[config.mk]
export PLATFORM = sky130hd
export DESIGN_NAME = debug_watch_perf
export DESIGN_NICKNAME = d
export VERILOG_FILES = /design/src/debug_pkg.sv /design/src/debug_watch_perf.sv /design/src/watch_compare.sv
export SDC_FILE = /design/constraint.sdc
export NUM_CORES = 1
export LEC_CHECK = 0
export BUFFER_PORTS_ARGS = -buffer_cell sky130_fd_sc_hd__buf_4
export CAP_MARGIN = 25
export CORE_MARGIN = 2
export CORE_UTILIZATION = 50
export CTS_CLUSTER_DIAMETER = 150
export CTS_CLUSTER_SIZE = 14
export DETAILED_ROUTE_END_ITERATION = 10
export PLACE_DENSITY = 0.77
export SYNTH_ARGS = -nofsm -noshare
export SYNTH_HDL_FRONTEND = slang
export SYNTH_SLANG_ARGS = --single-unit
[constraint.sdc]
create_clock -name clk -period 3.5 [get_ports clk]
set_input_delay 0.35 -clock clk [delete_from_list [all_inputs] [get_ports clk]]
set_output_delay 0.35 -clock clk [all_outputs]
set_load 0.01 [all_outputs]
[src/debug_pkg.sv]
// Shared constants and types for the debug watch and event counter unit.
// Functional notes
// - Two watch comparators, each load/store/fetch enabled.
// - Compare physical addresses only.
// - Shared mask bits 31:2 give power-of-two ranges.
// - Load/store match raises data watch, code 23.
// - Fetch match raises instruction watch, code 16.
// - Cause bits 25..24 name matching comparator.
// - Enables at 63/62/61, address 35:2, rest zero.
// - 32-bit writable counter; bit 31 requests interrupt.
// - Five-bit event select, codes 00 to 1E.
// - Only the selected event is ever counted.
// - Bit 8 kernel, bit 9 user, bit 10 enable.
// - Interrupt delivered only with global enable set and mask clear.
// - Counter interrupt appears as pending source 13.
package debug_pkg;

	localparam int ADDR_W    = 36;
	localparam int DATA_W    = 64;
	localparam int CNT_W     = 32;
	localparam int NUM_WATCH = 2;
	localparam int EVT_W     = 5;
	localparam int NUM_EVT   = 31;
	localparam int SEL_W     = 3;
	localparam int CODE_W    = 5;

	// ****************************************************************
	// Register numbers on the system control coprocessor port.
	// ****************************************************************
	localparam logic [SEL_W-1:0] REG_WATCH_A  = 3'h0;
	localparam logic [SEL_W-1:0] REG_WATCH_B  = 3'h1;
	localparam logic [SEL_W-1:0] REG_MASK     = 3'h2;
	localparam logic [SEL_W-1:0] REG_CNT_VAL  = 3'h3;
	localparam logic [SEL_W-1:0] REG_CNT_CTL  = 3'h4;

	// ****************************************************************
	// Field positions.
	// ****************************************************************
	localparam int WATCH_STORE_BIT = 63;
	localparam int WATCH_LOAD_BIT  = 62;
	localparam int WATCH_INSTR_BIT = 61;
	localparam int WATCH_ADDR_HI   = 35;
	localparam int WATCH_ADDR_LO   = 2;
	localparam int MASK_HI         = 31;
	localparam int MASK_LO         = 2;
	localparam int CTL_EVT_HI      = 4;
	localparam int CTL_EVT_LO      = 0;
	localparam int CTL_KERNEL_BIT  = 8;
	localparam int CTL_USER_BIT    = 9;
	localparam int CTL_ENABLE_BIT  = 10;
	localparam int CNT_IRQ_BIT     = 31;

	// Bits of a watch register that hold state; all others read zero.
	localparam logic [DATA_W-1:0] WATCH_KEEP = 64'he000_000f_ffff_fffc;

	// ****************************************************************
	// Codes and reset values.
	// ****************************************************************
	localparam logic [CODE_W-1:0] EXC_DATA_WATCH  = 5'h17;
	localparam logic [CODE_W-1:0] EXC_INSTR_WATCH = 5'h10;
	localparam logic [EVT_W-1:0]  EVT_CLOCK       = 5'h00;
	localparam logic [EVT_W-1:0]  EVT_LAST        = 5'h1e;
	localparam logic [DATA_W-1:0] WATCH_RESET     = 64'h0;
	localparam logic [CNT_W-1:0]  MASK_RESET      = 32'h0;
	localparam logic [CNT_W-1:0]  CNT_RESET       = 32'h0;

	typedef enum logic [1:0] {ACC_LOAD, ACC_STORE, ACC_FETCH} access_kind_t;

	typedef struct packed {
		logic              valid;
		access_kind_t      kind;
		logic [ADDR_W-1:0] paddr;
	} access_t;

	typedef struct packed {
		logic              wr;
		logic              rd;
		logic [SEL_W-1:0]  sel;
		logic [DATA_W-1:0] wdata;
	} cp0_req_t;

	typedef struct packed {
		logic              valid;
		logic [CODE_W-1:0] code;
		logic              second_match_flag;
		logic              first_match_flag;
	} watch_exc_t;

	typedef struct packed {
		logic             enable;
		logic             user;
		logic             kernel;
		logic [EVT_W-1:0] event_sel;
	} cnt_ctl_t;

endpackage : debug_pkg

[src/debug_watch_perf.sv]
// Debug unit: two address watch comparators and one event counter.
`timescale 1ns/1ps
module debug_watch_perf
#(
	parameter int NUM_EVENTS = debug_pkg::NUM_EVT
)
(
	input  wire logic                          clk,
	input  wire logic                          resetn,
	input  wire debug_pkg::cp0_req_t           cp0_req,
	output logic [debug_pkg::DATA_W-1:0]       rdata_r,
	input  wire debug_pkg::access_t            access,
	output debug_pkg::watch_exc_t              watch_exc_r,
	input  wire logic                          kernel_mode,
	input  wire logic [NUM_EVENTS-1:0]         event_vec,
	input  wire logic                          global_irq_enable,
	input  wire logic                          counter_irq_mask,
	output logic                               counter_irq_pending_r,
	output logic                               counter_irq_r
);
	import debug_pkg::*;

	// ****************************************************************
	// Register state.
	// ****************************************************************
	logic [DATA_W-1:0]    watch_r [NUM_WATCH];
	logic [CNT_W-1:0]     mask_r;
	logic [CNT_W-1:0]     cnt_r;
	logic [CNT_W-1:0]     cnt_nxt;
	cnt_ctl_t             ctl_r;
	logic [NUM_WATCH-1:0] hits;
	logic                 wr_watch_a;
	logic                 wr_watch_b;
	logic                 wr_mask;
	logic                 wr_cnt;
	logic                 wr_ctl;
	logic                 evt_occ;
	logic                 priv_ok;
	logic                 count_now;

	assign wr_watch_a = cp0_req.wr && (cp0_req.sel == REG_WATCH_A);
	assign wr_watch_b = cp0_req.wr && (cp0_req.sel == REG_WATCH_B);
	assign wr_mask    = cp0_req.wr && (cp0_req.sel == REG_MASK);
	assign wr_cnt     = cp0_req.wr && (cp0_req.sel == REG_CNT_VAL);
	assign wr_ctl     = cp0_req.wr && (cp0_req.sel == REG_CNT_CTL);

	// ****************************************************************
	// Watch registers.
	// ****************************************************************
	// Only enables and address bits are stored, so the rest read zero.
	always_ff @(posedge clk)
	begin
		if (!resetn)
		begin
			watch_r[0] <= WATCH_RESET;
			watch_r[1] <= WATCH_RESET;
		end
		else
		begin
			if (wr_watch_a)
			begin
				watch_r[0] <= cp0_req.wdata & WATCH_KEEP;
			end
			if (wr_watch_b)
			begin
				watch_r[1] <= cp0_req.wdata & WATCH_KEEP;
			end
		end
	end

	// ****************************************************************
	// Range mask register.
	// ****************************************************************
	always_ff @(posedge clk)
	begin
		if (!resetn)
		begin
			mask_r <= MASK_RESET;
		end
		else if (wr_mask)
		begin
			mask_r <= cp0_req.wdata[CNT_W-1:0];
		end
	end

	// ****************************************************************
	// Comparators.
	// ****************************************************************
	generate
		for (genvar i = 0; i < NUM_WATCH; i++)
		begin : g_watch
			watch_compare u_cmp
			(
				.watch_reg  (watch_r[i]),
				.range_mask (mask_r),
				.use_mask   (mask_r[i]),
				.access     (access),
				.hit        (hits[i])
			);
		end
	endgenerate

	// ****************************************************************
	// Watch exception report.
	// ****************************************************************
	// The report follows the access by one cycle and lasts one cycle.
	always_ff @(posedge clk)
	begin
		if (!resetn)
		begin
			watch_exc_r <= '0;
		end
		else
		begin
			watch_exc_r.valid             <= |hits;
			watch_exc_r.first_match_flag  <= hits[0];
			watch_exc_r.second_match_flag <= hits[1];
			if (access.kind == ACC_FETCH)
			begin
				watch_exc_r.code <= EXC_INSTR_WATCH;
			end
			else
			begin
				watch_exc_r.code <= EXC_DATA_WATCH;
			end
		end
	end

	// ****************************************************************
	// Counter control register.
	// ****************************************************************
	// Reserved bits are not stored and read back as zero.
	always_ff @(posedge clk)
	begin
		if (!resetn)
		begin
			ctl_r <= '0;
		end
		else if (wr_ctl)
		begin
			ctl_r.event_sel <= cp0_req.wdata[CTL_EVT_HI:CTL_EVT_LO];
			ctl_r.kernel    <= cp0_req.wdata[CTL_KERNEL_BIT];
			ctl_r.user      <= cp0_req.wdata[CTL_USER_BIT];
			ctl_r.enable    <= cp0_req.wdata[CTL_ENABLE_BIT];
		end
	end

	// ****************************************************************
	// Event selection and counting.
	// ****************************************************************
	// Code 00 counts every cycle; codes above the last one count nothing.
	always_comb
	begin
		if (ctl_r.event_sel == EVT_CLOCK)
		begin
			evt_occ = 1'b1;
		end
		else if ((ctl_r.event_sel <= EVT_LAST) && (32'(ctl_r.event_sel) < NUM_EVENTS))
		begin
			evt_occ = event_vec[ctl_r.event_sel];
		end
		else
		begin
			evt_occ = 1'b0;
		end
	end

	assign priv_ok   = kernel_mode ? ctl_r.kernel : ctl_r.user;
	assign count_now = ctl_r.enable && priv_ok && evt_occ;

	// A software write wins over a count in the same cycle.
	always_comb
	begin
		if (wr_cnt)
		begin
			cnt_nxt = cp0_req.wdata[CNT_W-1:0];
		end
		else if (count_now)
		begin
			cnt_nxt = cnt_r + 32'h1;
		end
		else
		begin
			cnt_nxt = cnt_r;
		end
	end

	always_ff @(posedge clk)
	begin
		if (!resetn)
		begin
			cnt_r <= CNT_RESET;
		end
		else
		begin
			cnt_r <= cnt_nxt;
		end
	end

	// ****************************************************************
	// Counter interrupt.
	// ****************************************************************
	// Pending follows bit 31 of the counter; rewriting the counter loads it from bit 31 of the written value.
	// The interrupt passes only while the mask bit of source 13 is clear.
	always_ff @(posedge clk)
	begin
		if (!resetn)
		begin
			counter_irq_pending_r <= 1'b0;
			counter_irq_r         <= 1'b0;
		end
		else
		begin
			counter_irq_pending_r <= cnt_nxt[CNT_IRQ_BIT];
			counter_irq_r         <= cnt_nxt[CNT_IRQ_BIT] && global_irq_enable
				&& !counter_irq_mask;
		end
	end

	// ****************************************************************
	// Register read.
	// ****************************************************************
	// Read data appear one cycle after the request and hold until the next.
	always_ff @(posedge clk)
	begin
		if (!resetn)
		begin
			rdata_r <= '0;
		end
		else if (cp0_req.rd)
		begin
			unique case (cp0_req.sel)
				REG_WATCH_A: rdata_r <= watch_r[0];
				REG_WATCH_B: rdata_r <= watch_r[1];
				REG_MASK:    rdata_r <= {32'h0, mask_r};
				REG_CNT_VAL: rdata_r <= {32'h0, cnt_r};
				REG_CNT_CTL: rdata_r <= {53'h0, ctl_r.enable, ctl_r.user, ctl_r.kernel,
					3'h0, ctl_r.event_sel};
				default:     rdata_r <= '0;
			endcase
		end
	end

endmodule : debug_watch_perf

[src/watch_compare.sv]
// One address watch comparator with optional range mask.
`timescale 1ns/1ps
module watch_compare
(
	input  wire logic [debug_pkg::DATA_W-1:0] watch_reg,
	input  wire logic [debug_pkg::CNT_W-1:0]  range_mask,
	input  wire logic                         use_mask,
	input  wire debug_pkg::access_t           access,
	output logic                              hit
);
	import debug_pkg::*;

	localparam int CMP_W = WATCH_ADDR_HI - WATCH_ADDR_LO + 1;
	localparam int MSK_W = MASK_HI - MASK_LO + 1;

	logic [CMP_W-1:0] care;
	logic [CMP_W-1:0] diff;
	logic             kind_ok;

	always_comb
	begin
		care = '1;
		if (use_mask)
		begin
			care[MSK_W-1:0] = ~range_mask[MASK_HI:MASK_LO];
		end
		diff = access.paddr[WATCH_ADDR_HI:WATCH_ADDR_LO]
			^ watch_reg[WATCH_ADDR_HI:WATCH_ADDR_LO];
		unique case (access.kind)
			ACC_LOAD:  kind_ok = watch_reg[WATCH_LOAD_BIT];
			ACC_STORE: kind_ok = watch_reg[WATCH_STORE_BIT];
			ACC_FETCH: kind_ok = watch_reg[WATCH_INSTR_BIT];
			default:   kind_ok = 1'b0;
		endcase
		hit = access.valid && kind_ok && ((diff & care) == '0);
	end

endmodule : watch_compare
* Word-level counts from Yosys, hierarchy flattened
Memories as Yosys holds them, arrays and structs flattened.
Cells that the tools add are included.
** Cells by class
- Reduce and logical (&&, ||, !) cells :: 22
- $lt $le $gt $ge :: 3
- Divide/modulo/power cells :: 0
- Mux-type cells :: 22
- Shift operators :: 0
- Add/sub/neg operators :: 1
- Eq/ne operators :: 6
- Bitwise gates (word level) :: 7
- Multiply operators :: 0
** Operator list (count)
- 64-bit one-hot mux with 5 select lines :: 1
- 37-bit two-way mux :: 2
- 34-bit AND :: 2
- 34-bit zero test :: 2
- 34-bit XOR :: 2
- 32-bit two-way mux :: 2
- 30-bit two-way mux :: 2
- 32-bit by 1-bit adder with 32-bit output, second input constant :: 1
- 30-bit inverter :: 1
- 1-bit logical AND :: 14
- 1-bit two-way mux :: 11
- 3-bit by 2-bit equality test with 1-bit output, second input constant :: 2
- 5-bit by 6-bit less-than comparator with 1-bit output, second input constant :: 1
- 1-bit one-hot mux with 3 select lines :: 2
- 1-bit binary-select mux with 5-bit select :: 1
- 5-bit less-or-equal comparator, second input constant :: 1
- 5-bit zero test :: 1
- 5-bit less-than comparator, second input constant :: 1
- 3-bit by 1-bit equality test with 1-bit output, second input constant :: 1
- 3-bit equality test, second input constant :: 1
- 3-bit zero test :: 1
- 3-bit two-way mux :: 1
- 2-bit by 1-bit equality test with 1-bit output, second input constant :: 1
- 2-bit equality test, second input constant :: 1
- 5 further kinds :: 6
** Word-level totals
- Memories :: 1
- Output and inout port bits :: 74
- Bits in latches :: 0
- Memory bits (read-only) :: 0
- Bits in registers :: 145
- Memory bits (writable) :: 74
** Memories
- watch_r :: words 2, bits a word 37, rd ports 2, clocked after memory_dff 0, wr ports 2, line debug_watch_perf.sv:26 : logic [DATA_W-1:0] watch_r [NUM_WATCH];

* Depth between registers and ports, before layout
- Depth in word-level cells :: 9
- Mapped depth :: 10
- Gate-level depth less buffers :: 7

* By module
A second synthesis with hierarchy kept.
** Unflattened totals
- Cell total of the unflattened synthesis :: 1043
- Area, all modules :: 9723.1 µm²
** Modules (own cells, without submodules)
- debug_watch_perf :: area each 8582.0 µm², times used 1, cells each 887, seq. area each 4564.4 µm²
- watch_compare :: area each 570.5 µm², times used 2, cells each 78, seq. area each 0.0 µm²

* Worst setup path before layout
No wires, ideal clock.
- Kind :: input -> register
- From :: input cp0_req[64] (netlist name)
- To :: memory watch_r[0][0] (netlist name), enable pin
- Path buffers :: 3
- Data required time :: 3105 ps
- Path slack :: 905 ps
- Data arrival time :: 2200 ps
- Library setup time :: 395 ps
- Cell stages on the path :: 6
- Cell sequence :: clkbuf_1 -> nor3_1 -> clkbuf_1 -> clkbuf_1 -> nand2_1 -> nand2_1
** RTL lines
- start: declaration :: line debug_watch_perf.sv:10 : input wire debug_pkg::cp0_req_t cp0_req,
- end: declaration :: line debug_watch_perf.sv:26

* Worst setup path after layout
- From :: register ctl_r[1] (netlist name)
- To :: register cnt_r[18]
** On the way
- Word-level cells in the longest chain between the ends :: 6
- Elaborated cells on any way between the ends :: 10
- Classes of those cells :: 2 x order compare; 4 x mux; 4 x reduce/logical
** RTL lines
- start: declaration :: line debug_watch_perf.sv:30 : cnt_ctl_t ctl_r;
- 1-bit binary-select mux with 5-bit select, or another cell as far along :: line debug_watch_perf.sv:160 : evt_occ = event_vec[ctl_r.event_sel];
- 1-bit two-way mux (implied by the code) or 1-bit logical AND (tied branches) :: line debug_watch_perf.sv:160, debug_watch_perf.sv:158
- 1-bit two-way mux :: line debug_watch_perf.sv:158 : else if ((ctl_r.event_sel <= EVT_LAST) && (32'(ctl_r.event_sel) < NUM_EVENTS))
- 1-bit two-way mux (*) :: line debug_watch_perf.sv:154 : if (ctl_r.event_sel == EVT_CLOCK)
- 1-bit logical AND (*) :: line debug_watch_perf.sv:169 : assign count_now = ctl_r.enable && priv_ok && evt_occ;
- 2-bit nonzero test (no source line) (*)
- end signal: assignment :: line debug_watch_perf.sv:196 : cnt_r <= cnt_nxt;
- end: declaration :: line debug_watch_perf.sv:28 : logic [CNT_W-1:0] cnt_r;
Mark *: on every way between the ends. The rest lies on a longest branch, timed or not. The select of a mux whose other input is x is not followed.
A chain may end at the register's enable or synchronous reset.

==> flow_metrics.env <==
export IMPL_outcome="finished, final reports clean"
export IMPL_rr_worst_depth=7
export IMPL_synth_top_cell_by_area="dfxtp_1"
export IMPL_cts_max_path_buffers=2
export IMPL_dieHeight_um=144
export IMPL_irDropWorstVdd_uv=308
export IMPL_crit_start="ctl_r[1]"
export IMPL_dr_pass1_iters=5
export IMPL_cpPeakStageDelay_ps=650
export IMPL_cts_made_buffers=17
export IMPL_netlist_instances=1049
export IMPL_cp_start_kind="register"
export IMPL_n_fill_cell=1685
export IMPL_postCtsResizedCells=0
export IMPL_slew_viol_final=0
export IMPL_synth_commonest_cells="dfxtp_1 (117), nand2_1 (109), a21oi_1 (80)"
export IMPL_ys_warn_count=0
export IMPL_worstSetupEndpoint="cnt_r[18]"
export IMPL_async_reset_ff_share_pct=0
export IMPL_r2r_start="ctl_r[1]"
export IMPL_fin_skew_ps=9.23
export IMPL_io_pins=218
export IMPL_dpl_hpwl_um=21600
export IMPL_cts_tree="yes"
export IMPL_crit_family="compound AO/OA/AOI/OAI gates"
export IMPL_htree_num_levels=4
export IMPL_drtIter0Drc=944
export IMPL_grt_usage_pct=29.8
export IMPL_worst_pin_slew_ps=886
export IMPL_maxSlewHeadroom_pct=40.8
export IMPL_ys_seq_area_share_pct=46.3
export IMPL_fp_coreArea_um2=19400
export IMPL_clkLatencyLatePin_ps=440
export IMPL_fp_row_count=51
export IMPL_grt_setup_unrepaired="false"
export IMPL_timing_setup_tns_ps=0
export IMPL_synth_edf_count=74
export IMPL_postCtsSetupBuffers=0
export IMPL_clk_pin_slew_ps=70
export IMPL_cp_data_arrival_time_ps=3290
export IMPL_path_cells="buf_4 -> mux2_2 -> o211ai_1 -> nand3_2 -> o211ai_4 -> o21ai_0 -> a31oi_1"
export IMPL_grt_pass1_wl_um=46200
export IMPL_power_mw=5.09
export IMPL_end_kind="register"
export IMPL_cap_viol_max_count=0
export IMPL_regToRegEndpoint="cnt_r[18]"
export IMPL_cts_hold_buf=0
export IMPL_p_leak_nw=4.19
export IMPL_fp_dieW_um=144
export IMPL_drt_antenna_violating_nets=0
export IMPL_crit_required_ps=3860
export IMPL_critical_path_max_fanout=24
export IMPL_routed_wirelength_um=30600
export IMPL_synth_most_common_cell="dfxtp_1"
export IMPL_drc=0
export IMPL_cp_buffers_inverters=1
export IMPL_fmax_mhz=341
export IMPL_syn_area_um2=9850
export IMPL_synthToLayoutAreaGrowth_pct=19.6
export IMPL_crit_type="register to register"
export IMPL_fin_nets=1327
export IMPL_grt_pass1_vias=8052
export IMPL_grt_max_degree=64
export IMPL_cts_root_buf="clkbuf_16"
export IMPL_layout_drive_gt1_share_pct=19.2
export IMPL_vias_per_cell=5.89
export IMPL_synth_avg_cell_area_um2=9.39
export IMPL_multi_input_area_um2=4820
export IMPL_die_area_um2=20800
export IMPL_design_area_um2=11800
export IMPL_synth_main_ff_cell="dfxtp_1"
export IMPL_vias=8603
export IMPL_antenna_found_initial=0
export IMPL_final_seq_area_um2=4560
export IMPL_powerDensity_nw_per_um2=432
export IMPL_critical_path_depth=7
export IMPL_stdcell_count=1461
export IMPL_wl_per_cell_um=20.9
export IMPL_crit_path_top_delay_cell="dfxtp_1"
export IMPL_portBuffers=163
export IMPL_synth_cell_type_count=54
export IMPL_ys_seq_elements=191
export IMPL_hold_viol_final=0
export IMPL_place_congestion=0.971
export IMPL_post_route_period_util_pct=83.7
export IMPL_clock_sinks=191
export IMPL_setup_viol=0
export IMPL_place_detailed_instances=1428
export IMPL_netlist_area_leader_share_pct=23.8
export IMPL_place_area_um2=11200
export IMPL_period_minus_slack_ps=2930
export IMPL_yosys_top_cells_area="dfxtp_1 (24%), edfxtp_1 (23%), xnor2_1 (5.8%)"
export IMPL_hp_start="global_irq_enable"
export IMPL_r2r_slack_ps=570
export IMPL_start_util_pct=50.8
export IMPL_hold_path_class="primary input to register"
export IMPL_hold_ws_ps=154
export IMPL_overflow=0
## where the power goes
group	internal, mW	total [mW]	switching (mW)	leakage [nW]
Sequential	2.41	2.49	0.0841	1.66
Clock	1.13	1.97	0.838	0.284
Combinational	0.268	0.629	0.361	2.24
Total	3.81	5.09	1.28	4.19
## layer usage
metal	up-vias	track usage, %	wire (um)
met5	-	0	0
met4	0	12.5	1190
met3	80	7.78	3090
met2	483	45.8	13900
met1	4058	40.0	12500
li1	3982	-	-
## flip-flops by register name (all words and copies together) (netlist names)
register	flops
counter_irq_r	1
ctl_r	8
counter_irq_pending_r	1
watch_r	74
watch_exc_r	5
cnt_r	31
rdata_r	39
mask_r	32
## how the worst min path moves through the flow
stage          slack, ps             end  depth (start not counted)
4_1_cts              150   counter_irq_r                          2
2_1_floorplan        380  watch_exc_r[6]                          0
5_1_grt              150   counter_irq_r                          2
6_report             150   counter_irq_r                          2
3_5_place_dp         480        ctl_r[5]                          2
3_3_place_gp         470        ctl_r[6]                          2
## per-stage QoR
stage          utilization, %  setup slack, ps
2_1_floorplan               -              905
3_3_place_gp             57.7              705
3_5_place_dp             57.7              650
4_1_cts                  60.8              643
5_1_grt                  60.8              406
6_report                 60.8              571
## layout make-up
type                    count  share of cell area [%]
inverters                  22                   0.700
repair buffers            186                    11.8
flip-flops and latches    191                    38.7
diodes                      1                  0.0212
clock buffers              24                    4.18
well taps                 265                    2.81
multi-input cells         764                    40.9
clock inverters             8                   0.860
## cell usage in the layout, fill, tap and decap left out, drive strengths merged, types with 9 or more instances in the layout
cell	count
a21boi	41
a21oi	81
clkbuf	24
nor2	26
o22ai	28
a22oi	59
nor4	10
o2111ai	12
o211ai	9
xnor2	65
nand2	109
inv	24
nand3	13
nor3	10
o21ai	55
and3	10
o21a	24
dfxtp	117
xor2	27
edfxtp	74
nor2b	29
nand4	12
conb	26
and2	54
mux2i	20
buf	186
## logic make-up (layout without fill, tap and decap cells)
group	count (synthesis)	count (layout)	synth area share, %
compound gates	329	329	21.6
simple gates	291	291	15.1
flops	191	191	46.3
buf+inv	119	240	5.95
xor+xnor	92	92	8.18
mux	25	25	2.72
fa+ha+maj	1	1	0.127
other cells	1	27	0.0381
(Power assumes the default switching activity.)
